===== config.mk =====
export PLATFORM = sky130hd
export DESIGN_NAME = tmc_timer
export DESIGN_NICKNAME = d
export VERILOG_FILES = /design/src/tmc_pkg.sv /design/src/tmc_timer.sv /design/src/tmc_counter.sv /design/src/tmc_channel.sv
export SDC_FILE = /design/constraint.sdc
export NUM_CORES = 1
export LEC_CHECK = 0
export BUFFER_PORTS_ARGS = -buffer_cell sky130_fd_sc_hd__buf_4
export CELL_PAD_IN_SITES_DETAIL_PLACEMENT = 1
export CELL_PAD_IN_SITES_GLOBAL_PLACEMENT = 1
export CORE_ASPECT_RATIO = 1.4
export CORE_MARGIN = 10
export CORE_UTILIZATION = 45
export DETAILED_ROUTE_END_ITERATION = 8
export PLACE_DENSITY = 0.94
export SYNTH_ARGS = -nofsm -noshare
export SYNTH_HDL_FRONTEND = slang
export SYNTH_SLANG_ARGS = --single-unit

===== constraint.sdc =====
create_clock -name hclk -period 7.6 [get_ports hclk]
set_clock_uncertainty 0.1 [all_clocks]
set_input_delay 0.38 -clock hclk [delete_from_list [all_inputs] [get_ports hclk]]
set_output_delay 0.38 -clock hclk [all_outputs]
set_load 0.01 [all_outputs]

===== src/tmc_pkg.sv =====
package tmc_pkg;

  // ------------------------------------------------------------
  // register byte addresses
  // ------------------------------------------------------------
  localparam logic [7:0] ADDR_CTRL_A = 8'h30;
  localparam logic [7:0] ADDR_CTRL_B = 8'h34;
  localparam logic [7:0] ADDR_CMP_A  = 8'h38;
  localparam logic [7:0] ADDR_CMP_B  = 8'h3c;
  localparam logic [7:0] ADDR_COUNT  = 8'h40;
  localparam logic [7:0] ADDR_STATUS = 8'h44;
  localparam logic [7:0] ADDR_MASK   = 8'h48;

  // ------------------------------------------------------------
  // field positions, masks and reset values
  // ------------------------------------------------------------
  localparam int         OM_A_POS     = 6;
  localparam int         OM_B_POS     = 4;
  localparam int         MODE_LO_POS  = 0;
  localparam int         HB_POS       = 3;
  localparam int         RUN_POS      = 0;
  localparam logic [7:0] CTRL_A_WMASK = 8'hf3;
  localparam logic [7:0] CTRL_B_WMASK = 8'h09;
  localparam logic [7:0] CTRL_RST     = 8'h00;
  localparam logic [7:0] CMP_RST      = 8'h00;
  localparam logic [2:0] STAT_RST     = 3'h0;
  localparam int         ST_OVF       = 0;
  localparam int         ST_MA        = 1;
  localparam int         ST_MB        = 2;
  localparam logic [7:0] CNT_MAX      = 8'hff;
  localparam logic [7:0] CNT_BOTTOM   = 8'h00;
  localparam logic [7:0] CNT_ONE      = 8'h01;

  // ------------------------------------------------------------
  // modes
  // ------------------------------------------------------------
  typedef enum logic [2:0] {
    MODE_NORMAL  = 3'h0,
    MODE_PC_FF   = 3'h1,
    MODE_CLR_TOP = 3'h2,
    MODE_FAST_FF = 3'h3,
    MODE_RSV4    = 3'h4,
    MODE_PC_A    = 3'h5,
    MODE_RSV6    = 3'h6,
    MODE_FAST_A  = 3'h7
  } tmc_mode_e;

  typedef enum logic [1:0] {
    OM_OFF    = 2'h0,
    OM_TOGGLE = 2'h1,
    OM_CLEAR  = 2'h2,
    OM_SET    = 2'h3
  } tmc_om_e;

  typedef struct packed {
    logic       wr;
    logic       rd;
    logic [7:0] addr;
  } tmc_aphase_s;

  function automatic logic f_is_pc(input tmc_mode_e m);
    f_is_pc = (m == MODE_PC_FF) || (m == MODE_PC_A);
  endfunction

  function automatic logic f_is_fast(input tmc_mode_e m);
    f_is_fast = (m == MODE_FAST_FF) || (m == MODE_FAST_A);
  endfunction

  function automatic logic [7:0] f_top(input tmc_mode_e m,
                                       input logic [7:0] cmp_a);
    if (m == MODE_CLR_TOP || m == MODE_PC_A || m == MODE_FAST_A)
      f_top = cmp_a;
    else
      f_top = CNT_MAX;
  endfunction

endpackage


===== src/tmc_timer.sv =====
`timescale 1ns/1ps
module tmc_timer (
  input  wire logic        hclk,
  input  wire logic        hresetn,
  input  wire logic        hsel,
  input  wire logic [31:0] haddr,
  input  wire logic [1:0]  htrans,
  input  wire logic        hwrite,
  input  wire logic [2:0]  hsize,
  input  wire logic [31:0] hwdata,
  input  wire logic        hready,
  output logic             hreadyout,
  output logic             hresp,
  output logic      [31:0] hrdata,
  output logic             irq,
  output logic             chan_a_out,
  output logic             chan_a_connect,
  output logic             chan_b_out,
  output logic             chan_b_connect
);

  tmc_pkg::tmc_aphase_s ap_reg;
  tmc_pkg::tmc_aphase_s ap_next;
  logic                 rd_wait_reg;
  logic                 rd_wait_next;
  logic                 ready_reg;
  logic                 ready_next;
  logic [31:0]          rdata_reg;
  logic [31:0]          rdata_next;
  logic [7:0]           ctrl_a_reg;
  logic [7:0]           ctrl_a_next;
  logic [7:0]           ctrl_b_reg;
  logic [7:0]           ctrl_b_next;
  logic [7:0]           cmp_a_buf_reg;
  logic [7:0]           cmp_a_buf_next;
  logic [7:0]           cmp_b_buf_reg;
  logic [7:0]           cmp_b_buf_next;
  logic [7:0]           cmp_a_act_reg;
  logic [7:0]           cmp_a_act_next;
  logic [7:0]           cmp_b_act_reg;
  logic [7:0]           cmp_b_act_next;
  logic [2:0]           status_reg;
  logic [2:0]           status_next;
  logic [2:0]           mask_reg;
  logic [2:0]           mask_next;
  logic                 irq_reg;
  logic                 irq_next;
  logic [7:0]           cnt;
  logic                 up;
  logic                 run;
  logic                 high_bit;
  tmc_pkg::tmc_mode_e   mode;
  logic [7:0]           top;
  logic                 wr_a;
  logic                 wr_b;
  logic                 wr_ca;
  logic                 wr_cb;
  logic                 wr_st;
  logic                 wr_mk;
  logic                 dbl_buf;
  logic                 upd_evt;
  logic                 ovf_evt;
  logic [2:0]           set_evt;

  // ------------------------------------------------------------
  // mode decode
  // ------------------------------------------------------------
  always_comb
  begin
    high_bit = ctrl_b_reg[tmc_pkg::HB_POS];
    run      = ctrl_b_reg[tmc_pkg::RUN_POS];
    // three-bit waveform mode
    mode = tmc_pkg::tmc_mode_e'({high_bit,
             ctrl_a_reg[tmc_pkg::MODE_LO_POS +: 2]});
    // top source per mode
    top     = tmc_pkg::f_top(mode, cmp_a_act_reg);
    dbl_buf = tmc_pkg::f_is_pc(mode) || tmc_pkg::f_is_fast(mode);
    // pc: at top; fast: at the top-to-bottom step
    upd_evt = run && (cnt == top);
  end

  // ------------------------------------------------------------
  // bus slave
  // ------------------------------------------------------------
  // reads take one wait state so the data phase sees every
  // write that went just before it
  always_comb
  begin
    ap_next      = ap_reg;
    rd_wait_next = 1'b0;
    ready_next   = 1'b1;
    rdata_next   = rdata_reg;
    if (ready_reg)
    begin
      ap_next.wr   = hsel && htrans[1] && hready && hwrite;
      ap_next.rd   = hsel && htrans[1] && hready && !hwrite;
      ap_next.addr = haddr[7:0];
      if (ap_next.rd)
      begin
        rd_wait_next = 1'b1;
        ready_next   = 1'b0;
      end
    end
    if (rd_wait_reg)
    begin
      ap_next.rd = 1'b0;
      rdata_next = 32'h0000_0000;
      case (ap_reg.addr)
        // reserved bits held at zero
        tmc_pkg::ADDR_CTRL_A: rdata_next[7:0] = ctrl_a_reg;
        tmc_pkg::ADDR_CTRL_B: rdata_next[7:0] = ctrl_b_reg;
        tmc_pkg::ADDR_CMP_A:  rdata_next[7:0] = cmp_a_buf_reg;
        tmc_pkg::ADDR_CMP_B:  rdata_next[7:0] = cmp_b_buf_reg;
        tmc_pkg::ADDR_COUNT:  rdata_next[7:0] = cnt;
        tmc_pkg::ADDR_STATUS: rdata_next[2:0] = status_reg;
        tmc_pkg::ADDR_MASK:   rdata_next[2:0] = mask_reg;
        default:              rdata_next      = 32'h0000_0000;
      endcase
    end
  end

  always_ff @(posedge hclk or negedge hresetn)
  begin
    if (!hresetn)
    begin
      ap_reg      <= '0;
      rd_wait_reg <= 1'b0;
      ready_reg   <= 1'b1;
      rdata_reg   <= 32'h0000_0000;
    end
    else
    begin
      ap_reg      <= ap_next;
      rd_wait_reg <= rd_wait_next;
      ready_reg   <= ready_next;
      rdata_reg   <= rdata_next;
    end
  end

  // ------------------------------------------------------------
  // registers
  // ------------------------------------------------------------
  always_comb
  begin
    wr_a  = ap_reg.wr && ap_reg.addr == tmc_pkg::ADDR_CTRL_A;
    wr_b  = ap_reg.wr && ap_reg.addr == tmc_pkg::ADDR_CTRL_B;
    wr_ca = ap_reg.wr && ap_reg.addr == tmc_pkg::ADDR_CMP_A;
    wr_cb = ap_reg.wr && ap_reg.addr == tmc_pkg::ADDR_CMP_B;
    wr_st = ap_reg.wr && ap_reg.addr == tmc_pkg::ADDR_STATUS;
    wr_mk = ap_reg.wr && ap_reg.addr == tmc_pkg::ADDR_MASK;
    // reserved bits never stored: 3 and 2 of ctrl_a, all but 3 and 0 of ctrl_b
    ctrl_a_next = wr_a ? (hwdata[7:0] & tmc_pkg::CTRL_A_WMASK)
                       : ctrl_a_reg;
    ctrl_b_next = wr_b ? (hwdata[7:0] & tmc_pkg::CTRL_B_WMASK)
                       : ctrl_b_reg;
    cmp_a_buf_next = wr_ca ? hwdata[7:0] : cmp_a_buf_reg;
    cmp_b_buf_next = wr_cb ? hwdata[7:0] : cmp_b_buf_reg;
    // immediate in normal and clear-on-match
    if (!dbl_buf)
    begin
      cmp_a_act_next = cmp_a_buf_next;
      cmp_b_act_next = cmp_b_buf_next;
    end
    else if (upd_evt)
    begin
      cmp_a_act_next = cmp_a_buf_reg;
      cmp_b_act_next = cmp_b_buf_reg;
    end
    else
    begin
      cmp_a_act_next = cmp_a_act_reg;
      cmp_b_act_next = cmp_b_act_reg;
    end
    mask_next = wr_mk ? hwdata[2:0] : mask_reg;
  end

  // ------------------------------------------------------------
  // events and interrupt
  // ------------------------------------------------------------
  always_comb
  begin
    // overflow point per mode
    case (mode)
      tmc_pkg::MODE_PC_FF,
      tmc_pkg::MODE_PC_A:
        ovf_evt = run && !up && cnt == tmc_pkg::CNT_BOTTOM;
      tmc_pkg::MODE_FAST_A:
        ovf_evt = run && cnt == top;
      default:
        ovf_evt = run && cnt == tmc_pkg::CNT_MAX;
    endcase
    set_evt          = 3'h0;
    set_evt[tmc_pkg::ST_OVF] = ovf_evt;
    set_evt[tmc_pkg::ST_MA]  = run && cnt == cmp_a_act_reg;
    set_evt[tmc_pkg::ST_MB]  = run && cnt == cmp_b_act_reg;
    // a new event wins over a write-one clear
    status_next = (status_reg & ~(wr_st ? hwdata[2:0] : 3'h0))
                  | set_evt;
    irq_next    = |(status_next & mask_next);
  end

  always_ff @(posedge hclk or negedge hresetn)
  begin
    if (!hresetn)
    begin
      ctrl_a_reg    <= tmc_pkg::CTRL_RST;
      ctrl_b_reg    <= tmc_pkg::CTRL_RST;
      cmp_a_buf_reg <= tmc_pkg::CMP_RST;
      cmp_b_buf_reg <= tmc_pkg::CMP_RST;
      cmp_a_act_reg <= tmc_pkg::CMP_RST;
      cmp_b_act_reg <= tmc_pkg::CMP_RST;
      status_reg    <= tmc_pkg::STAT_RST;
      mask_reg      <= tmc_pkg::STAT_RST;
      irq_reg       <= 1'b0;
    end
    else
    begin
      ctrl_a_reg    <= ctrl_a_next;
      ctrl_b_reg    <= ctrl_b_next;
      cmp_a_buf_reg <= cmp_a_buf_next;
      cmp_b_buf_reg <= cmp_b_buf_next;
      cmp_a_act_reg <= cmp_a_act_next;
      cmp_b_act_reg <= cmp_b_act_next;
      status_reg    <= status_next;
      mask_reg      <= mask_next;
      irq_reg       <= irq_next;
    end
  end

  // ------------------------------------------------------------
  // counter and channels
  // ------------------------------------------------------------
  tmc_counter u_counter (
    .hclk    (hclk),
    .hresetn (hresetn),
    .run     (run),
    .mode    (mode),
    .top     (top),
    .cnt_reg (cnt),
    .up_reg  (up)
  );

  tmc_channel #(
    .PWM_TOGGLE_OK (1'b1)
  ) u_chan_a (
    .hclk        (hclk),
    .hresetn     (hresetn),
    .tick        (run),
    .mode        (mode),
    .high_bit    (high_bit),
    .om          (tmc_pkg::tmc_om_e'(ctrl_a_reg[tmc_pkg::OM_A_POS +: 2])),
    .cnt         (cnt),
    .cmp         (cmp_a_act_reg),
    .top         (top),
    .up          (up),
    .wave_reg    (chan_a_out),
    .connect_reg (chan_a_connect)
  );

  // channel B 01 in pwm stays disconnected
  tmc_channel #(
    .PWM_TOGGLE_OK (1'b0)
  ) u_chan_b (
    .hclk        (hclk),
    .hresetn     (hresetn),
    .tick        (run),
    .mode        (mode),
    .high_bit    (high_bit),
    .om          (tmc_pkg::tmc_om_e'(ctrl_a_reg[tmc_pkg::OM_B_POS +: 2])),
    .cnt         (cnt),
    .cmp         (cmp_b_act_reg),
    .top         (top),
    .up          (up),
    .wave_reg    (chan_b_out),
    .connect_reg (chan_b_connect)
  );

  assign hreadyout = ready_reg;
  assign hresp     = 1'b0;
  assign hrdata    = rdata_reg;
  assign irq       = irq_reg;

endmodule


===== src/tmc_counter.sv =====
`timescale 1ns/1ps
module tmc_counter (
  input  wire logic              hclk,
  input  wire logic              hresetn,
  input  wire logic              run,
  input  wire tmc_pkg::tmc_mode_e mode,
  input  wire logic [7:0]        top,
  output logic      [7:0]        cnt_reg,
  output logic                   up_reg
);

  logic [7:0] cnt_next;
  logic       up_next;

  // ------------------------------------------------------------
  // counting sequence
  // ------------------------------------------------------------
  always_comb
  begin
    cnt_next = cnt_reg;
    up_next  = up_reg;
    if (run)
    begin
      if (tmc_pkg::f_is_pc(mode))
      begin
        // dual slope, top held for one tick
        if (top == tmc_pkg::CNT_BOTTOM)
          cnt_next = tmc_pkg::CNT_BOTTOM;
        else if (up_reg && cnt_reg == top)
        begin
          up_next  = 1'b0;
          cnt_next = cnt_reg - tmc_pkg::CNT_ONE;
        end
        else if (!up_reg && cnt_reg == tmc_pkg::CNT_BOTTOM)
        begin
          up_next  = 1'b1;
          cnt_next = tmc_pkg::CNT_ONE;
        end
        else if (up_reg)
          cnt_next = cnt_reg + tmc_pkg::CNT_ONE;
        else
          cnt_next = cnt_reg - tmc_pkg::CNT_ONE;
      end
      else
      begin
        up_next = 1'b1;
        // single slope, clear the tick after top
        if (cnt_reg == top)
          cnt_next = tmc_pkg::CNT_BOTTOM;
        else
          cnt_next = cnt_reg + tmc_pkg::CNT_ONE;
      end
    end
  end

  always_ff @(posedge hclk or negedge hresetn)
  begin
    if (!hresetn)
    begin
      cnt_reg <= tmc_pkg::CNT_BOTTOM;
      up_reg  <= 1'b1;
    end
    else
    begin
      cnt_reg <= cnt_next;
      up_reg  <= up_next;
    end
  end

endmodule


===== src/tmc_channel.sv =====
`timescale 1ns/1ps
module tmc_channel #(
  parameter logic PWM_TOGGLE_OK = 1'b1
) (
  input  wire logic              hclk,
  input  wire logic              hresetn,
  input  wire logic              tick,
  input  wire tmc_pkg::tmc_mode_e mode,
  input  wire logic              high_bit,
  input  wire tmc_pkg::tmc_om_e  om,
  input  wire logic [7:0]        cnt,
  input  wire logic [7:0]        cmp,
  input  wire logic [7:0]        top,
  input  wire logic              up,
  output logic                   wave_reg,
  output logic                   connect_reg
);

  logic wave_next;
  logic connect_next;
  logic pwm;
  logic tog_ok;
  logic match;
  logic at_top;
  logic top_eq;
  logic rising;

  // ------------------------------------------------------------
  // waveform actions
  // ------------------------------------------------------------
  always_comb
  begin
    pwm    = tmc_pkg::f_is_pc(mode) || tmc_pkg::f_is_fast(mode);
    tog_ok = PWM_TOGGLE_OK && high_bit;
    match  = tick && (cnt == cmp);
    at_top = tick && (cnt == top);
    top_eq = om[1] && (cmp == top);
    // bottom belongs to the up slope, so a zero compare stays flat
    rising = up || (cnt == tmc_pkg::CNT_BOTTOM);
    wave_next = wave_reg;
    if (!pwm)
    begin
      if (match)
      begin
        case (om)
          tmc_pkg::OM_TOGGLE: wave_next = !wave_reg;
          tmc_pkg::OM_CLEAR:  wave_next = 1'b0;
          tmc_pkg::OM_SET:    wave_next = 1'b1;
          default:            wave_next = wave_reg;
        endcase
      end
    end
    else if (tmc_pkg::f_is_fast(mode))
    begin
      if (match && !top_eq)
      begin
        case (om)
          tmc_pkg::OM_TOGGLE: wave_next = tog_ok ? !wave_reg : wave_reg;
          tmc_pkg::OM_CLEAR:  wave_next = 1'b0;
          tmc_pkg::OM_SET:    wave_next = 1'b1;
          default:            wave_next = wave_reg;
        endcase
      end
      // top to bottom step; matches at top ignored in clear and set
      if (at_top && om[1])
        wave_next = (om == tmc_pkg::OM_CLEAR);
    end
    else
    begin
      if (match && !top_eq)
      begin
        case (om)
          tmc_pkg::OM_TOGGLE: wave_next = tog_ok ? !wave_reg : wave_reg;
          tmc_pkg::OM_CLEAR:  wave_next = !rising;
          tmc_pkg::OM_SET:    wave_next = rising;
          default:            wave_next = wave_reg;
        endcase
      end
      // down-count level taken at top instead
      if (at_top && top_eq)
        wave_next = (om == tmc_pkg::OM_CLEAR);
    end
    // 01 in pwm is off unless toggle allowed
    connect_next = (om != tmc_pkg::OM_OFF) &&
                   !(pwm && om == tmc_pkg::OM_TOGGLE && !tog_ok);
  end

  always_ff @(posedge hclk or negedge hresetn)
  begin
    if (!hresetn)
    begin
      wave_reg    <= 1'b0;
      connect_reg <= 1'b0;
    end
    else
    begin
      wave_reg    <= wave_next;
      connect_reg <= connect_next;
    end
  end

endmodule


=== Word-level counts from Yosys, hierarchy flattened ===
Cells that the tools add are included.

* Bits of input ports: 74
* Bits in writable memories: 0
* Memory bits (read-only): 0
* Memories: 0
* Register bits after elaboration: 79
* Bits in latches: 0
* Logic and storage cells: 168

* Shift operators: 0
* Bitwise operators: 4
* Div/mod/pow operators: 0
* Multipliers: 0
* $lt $le $gt $ge: 0
* Reduce and logical (&&, ||, !) cells: 61
* $add $sub $neg: 2
* Equal/unequal tests: 34
* Muxes and demuxes: 47

{| class="wikitable"
|+ Operators with widths
! operator !! number
|-
| 8-bit two-way mux || 13
|-
| 8-bit equality test || 5
|-
| 8-bit by 6-bit equality test with 1-bit output, second input constant || 4
|-
| 1-bit logical AND || 31
|-
| 5-bit case mux with 5 select lines || 1
|-
| 8-bit by 7-bit equality test with 1-bit output, second input constant || 3
|-
| 1-bit two-way mux || 23
|-
| 3-bit case mux with 7 select lines || 1
|-
| 8-bit zero test || 2
|-
| 1-bit case mux with 3 select lines || 4
|-
| 6-bit AND reduction || 2
|-
| 1-bit zero test || 10
|-
| 5-bit by 1-bit inequality test with 1-bit output, second input constant || 2
|-
| 8-bit by 1-bit adder with 8-bit output, second input constant || 1
|-
| 2-bit equality test, second input constant || 4
|-
| 8-bit equality test, second input constant || 1
|-
| 4-bit by 1-bit inequality test with 1-bit output, second input constant || 2
|-
| 4-bit by 2-bit inequality test with 1-bit output, second input constant || 2
|-
| 2-bit nonzero test || 4
|-
| 4-bit nonzero test || 2
|-
| 8-bit by 1-bit subtractor with 8-bit output, second input constant || 1
|-
| 3-bit bitwise AND || 2
|-
| 3-bit by 2-bit equality test with 1-bit output, second input constant || 2
|-
| 3-bit equality test, second input constant || 2
|-
| 15 further kinds || 24
|}

=== Depth between registers and ports, before layout ===
* Word-level depth: 12
* Depth in mapped cells: 11
* Mapped depth without buffers: 8

=== Hierarchy ===
A second synthesis with hierarchy kept.

* Cell total of the unflattened synthesis: 597
* Area, all modules: 5816.8 sq um

{| class="wikitable"
|+ By module, submodules not included
! module !! instances !! sequential area each (sq um) !! area each (sq um) !! cells each
|-
| tmc_timer || 1 || 1652.8 || 3759.9 || 350
|-
| tmc_counter || 1 || 226.5 || 939.7 || 109
|-
| tmc_channel at u_chan_a || 1 || 50.0 || 644.4 || 80
|-
| tmc_channel at u_chan_b || 1 || 50.0 || 473.0 || 58
|}

=== Worst setup path after synthesis ===
OpenSTA, ideal clock, no wires.

* Path type: register to register
* Start: register ctrl_a_reg[0]
* End: register u_counter.cnt_reg[5]
* Data required time: 7.367 ns
* Setup slack: 4.767 ns
* Stages on the path, launching flop included: 10
* Arrival time: 2.599 ns
* Path buffers: 2
* Path through: dfrtp_1 buf_6 or3b_4 buf_4 a21oi_4 o221ai_2 o41ai_4 mux2_4 a221oi_1 a21oi_2

* Word-level cells in the longest chain between the ends: 9

{| class="wikitable"
|+ Ends and longest elaborated chain
! item !! line !! source
|-
| start, declared || tmc_timer.sv:30 || <nowiki>logic [7:0] ctrl_a_reg;</nowiki>
|-
| start signal, assigned || tmc_timer.sv:206 || <nowiki>ctrl_a_reg <= tmc_pkg::CTRL_RST;</nowiki>
|-
| start signal, assigned || tmc_timer.sv:218 || <nowiki>ctrl_a_reg <= ctrl_a_next;</nowiki>
|-
| 3-bit by 2-bit equality test with 1-bit output / 3-bit equality test (equally long branches) || tmc_pkg.sv:71, tmc_pkg.sv:62 ||
|-
| 1-bit logical OR (2 in a row) || tmc_pkg.sv:71 || <nowiki>if (m == MODE_CLR_TOP || m == MODE_PC_A || m == MODE_FAST_A)</nowiki>
|-
| 8-bit two-way mux || tmc_pkg.sv:71 ||
|-
| 8-bit equality test || tmc_counter.sv:29, tmc_counter.sv:48 ||
|-
| 1-bit logical AND || tmc_counter.sv:29 || <nowiki>else if (up_reg && cnt_reg == top)</nowiki>
|-
| 8-bit two-way mux || tmc_counter.sv:29 ||
|-
| 8-bit two-way mux || tmc_counter.sv:27 || <nowiki>if (top == tmc_pkg::CNT_BOTTOM)</nowiki>
|-
| 8-bit two-way mux * || tmc_counter.sv:24 || <nowiki>if (tmc_pkg::f_is_pc(mode))</nowiki>
|-
| end signal, assigned || tmc_counter.sv:60 || <nowiki>cnt_reg <= tmc_pkg::CNT_BOTTOM;</nowiki>
|-
| end signal, assigned || tmc_counter.sv:65 || <nowiki>cnt_reg <= cnt_next;</nowiki>
|-
| end, declared || tmc_counter.sv:8 || <nowiki>output logic [7:0] cnt_reg,</nowiki>
|}

Mark *: on every way between the ends. The rest lies on a longest branch, timed or not.
A chain may end at the register's enable or synchronous reset.

=== Worst setup path in the final report ===
Ends and elaborated chain as after synthesis.

==> summary.md <==
| Metric | Value |
|---|---|
| Cell count of the worst reg-to-reg path | 8 |
| Row Count | 46 |
| Resize count post-CTS | 0 |
| Power Internal | 0.852 mW |
| Area post-placement | 5450 sq um |
| CP Launch Type | flip-flop |
| Final period util | 51.4% |
| Final Setup Violations | 0 |
| Main combinational cell family by area after synthesis | compound AO/OA/AOI/OAI gates |
| Root Driver | clkbuf_16 |
| HP Class | in2async |
| PortBufs | 35 |
| Final wirelength | 18,900 um |
| Worst r2r src | ctrl_a_reg[0] |
| Instance count of the mapped netlist | 572 |
| WP data arrival | 4.02 ns |
| Area contributors post-synth | dfrtp_1, mux2_2, nand2_1 |
| Post-detailed-route count of antenna-violating nets | 0 |
| Setup bufs post-CTS | 0 |
| NetSw | 0.509 mW |
| WL met3 | 1180 um |
| Final TNS setup | 0 ns |
| Top-area cell type share of the netlist area | 36.7% |
| Antenna cell count | 0 |
| Synth warn | 0 |
| Slew Limit Fails | 0 |
| Compound-Gate Fraction of Synth Area | 19.2% |
| Worst path required time | 7.72 ns |
| Placed cells | 714 |
| Crit path to | u_counter.cnt_reg[5] |
| Count leader, synth | dfrtp_1 |
| Die Wd | 111 um |
| Max-cap violation count | 0 |
| Post-Syn Area | 5250 sq um |
| I/O pin cnt | 113 |
| Initial Util | 46.0% |
| Main synth FF type | dfrtp_1 |
| Clock transition at path regs | 0.07 ns |
| Multiplexer share of the synthesized area | 11.6% |
| VDD IR max | 0.000242 V |
| Finished Layout Cells | 730 |
| Kind of critical path | reg2reg |
| Detailed Routing Iterations Pass 1 | 6 |
| Number of flip-flops in the largest register | 9 |
| Share of cells above drive strength 1 | 19.8% |
| Util after Layout | 50.5% |
| Sequential area share after synthesis | 37.7% |
| Worst Max-Slew Pin Slew | 1.21 ns |
| CP Capture Type | flip-flop |
| GRT Residual Overflow | 0 |
| Sequential share of power | 43.6% |
| GPL Wtd Cong | 0.923 |
| Synth area leader | dfrtp_1 |
| Crit Path Max Fanout | 45 |
| Post-synth EDFFs | 0 |
| CTS tree | built |
| Die ar. | 16,400 sq um |
| Syn_area_per_cell | 9.17 sq um |
| DR vias | 4,828 |
| Fmax | 0.256 GHz |
| Leak pwr | 2.45 nW |
| Power Density | 237 nW/um^2 |
| Hold buffer count at cts | 0 |
| Deepest clock path buffer count | 2 |
| Uppermost layer routed | met4 |
| Die height | 148 um |
| Comb pwr share | 22.7% |
| Vias per cell | 6.61 |
| DRC Markers | 0 |
| H-tree depth | 3 |
| FF-to-FF End | u_counter.cnt_reg[5] |
| Layout net count | 665 |
| DR WL met2 | 9670 um |
| Core area | 11,400 sq um |
| Metal1 wirelength | 6820 um |
| Area grow syn2layout | 9.69% |
| Synth cell types | 78 |
| Switch share | 37.4% |
| Asr flop ratio synth | 100% |
| Yosys reg bits | 79 |
| HPWL after DPL | 12,200 um |
| Synth Area in Simple Gates | 17.9% |
| Clock share of power | 33.7% |
| Largest net degree at the start of global routing | 80 |
| Status | complete, no violations |
| DR WL/cell | 25.9 um |
| Vias in the first global route | 5,301 |
| RSZ-0062 raised after global routing | no |
| Clock sink total | 79 |
| DR iter-0 viols | 440 |
| First-pass GRT wire length | 29,700 um |
| Commonest cells in the synthesized netlist | dfrtp_1, nand2_1, mux2_2, nor2_1, clkbuf_1 |
| Inserted Clock Buffers | 9 |
| Final min period | 3.90 ns |
| R2R setup slack | 3.70 ns |
| Post-Synth Adder-Cell Area | 2.39% |
| Final hold vios | 0 |
| Slew headroom | 18.9% |
| Synth Area in XOR/XNOR | 2.67% |
| Tot GR Track Use | 22.2% |
| Initial antenna violation count | 0 |
| Worst setup startpoint | ctrl_a_reg[0] |
| Power Total | 1.36 mW |
| Fin area | 5750 sq um |
| Clock Latency Late Sink | 0.34 ns |
-- cells by family (layout without fill, tap and decap cells) --
| kind of cell | Yosys count | in the layout |
|---|---|---|
| and+or+nand+nor | 186 | 186 |
| xor gates and xnor gates | 16 | 16 |
| muxes | 53 | 53 |
| adders and majority gates | 10 | 10 |
| other | 1 | 25 |
| buffers and inverters | 88 | 78 |
| AOI/OAI and AO/OA | 139 | 139 |
| DFF | 79 | 79 |
-- area by class of cell --
type,instances,area [sq um]
clock inverters,7,80.1
fillers,1308,5640
clock buffers,9,225
well taps,144,180
flip-flops and latches,79,1980
inverters,25,93.8
repair buffers,37,278
multi-input cells,429,2920
-- power by group through the flow --
stage / clock network, mW / registers (mW) / logic, mW
final: 0.459 / 0.593 / 0.309
after global routing: 0.478 / 0.597 / 0.336
after CTS: 0.458 / 0.586 / 0.305
after detailed placement: 0 / 0.590 / 0.293
after global placement: 0 / 0.584 / 0.273
after floorplan: 0 / 0.504 / 0.266
-- per-layer routing --
layer | up-vias | global-route usage [%]
met5 | - | 0
met4 | 0 | 16.0
met3 | 87 | 4.25
met2 | 275 | 38.5
met1 | 2413 | 23.6
li1 | 2053 | -
-- worst max-delay path, stage by stage, from the launching register on --
cell and delay, ns:
dfrtp_1 0.56, buf_4 0.51, nand2_1 0.48, o211ai_2 0.37, o221ai_2 0.20, o41ai_4 0.73
mux2_4 0.36, a221oi_1 0.36, a21oi_2 0.09
-- how the worst min path moves through the flow --
stage                     cells after the start              endpoint           from  slack (ns)
final                                         1  u_counter.cnt_reg[7]        hresetn        0.09
after global routing                          2           rd_wait_reg         hwrite        0.12
after CTS                                     2           rd_wait_reg         hwrite        0.12
after detailed placement                      1           mask_reg[0]    mask_reg[0]        0.42
after global placement                        2         status_reg[1]  status_reg[1]        0.39
after floorplan                               0             ap_reg[0]        hresetn       -0.02
-- cell usage in the layout, fill, tap and decap left out, drive strengths merged, types with 5 or more instances in the layout --
master / Yosys / layout
and3: 8 / 8
mux2: 46 / 46
xnor2: 12 / 12
a31oi: 13 / 13
mux2i: 6 / 6
o211ai: 9 / 9
dfrtp: 77 / 77
nor4: 7 / 7
nand3: 26 / 26
o21ai: 24 / 24
clkbuf: 32 / 9
nand4: 11 / 11
o21a: 7 / 7
a22oi: 9 / 9
a21oi: 27 / 27
nor2: 38 / 38
nor3: 9 / 9
buf: 31 / 37
nand2: 53 / 53
o22ai: 8 / 8
nand2b: 12 / 12
a22o: 7 / 7
o2111ai: 5 / 5
inv: 23 / 26
conb: 1 / 25
ha: 10 / 10
-- metrics by stage --
| step | hold slack, ns | setup slack (ns) |
|---|---|---|
| floorplan | -0.0156 | 4.77 |
| global placement | 0.388 | 4.05 |
| detailed placement | 0.425 | 3.88 |
| CTS | 0.122 | 3.82 |
| global route | 0.120 | 3.56 |
| finish | 0.0898 | 3.70 |
(Power assumes the default switching activity.)
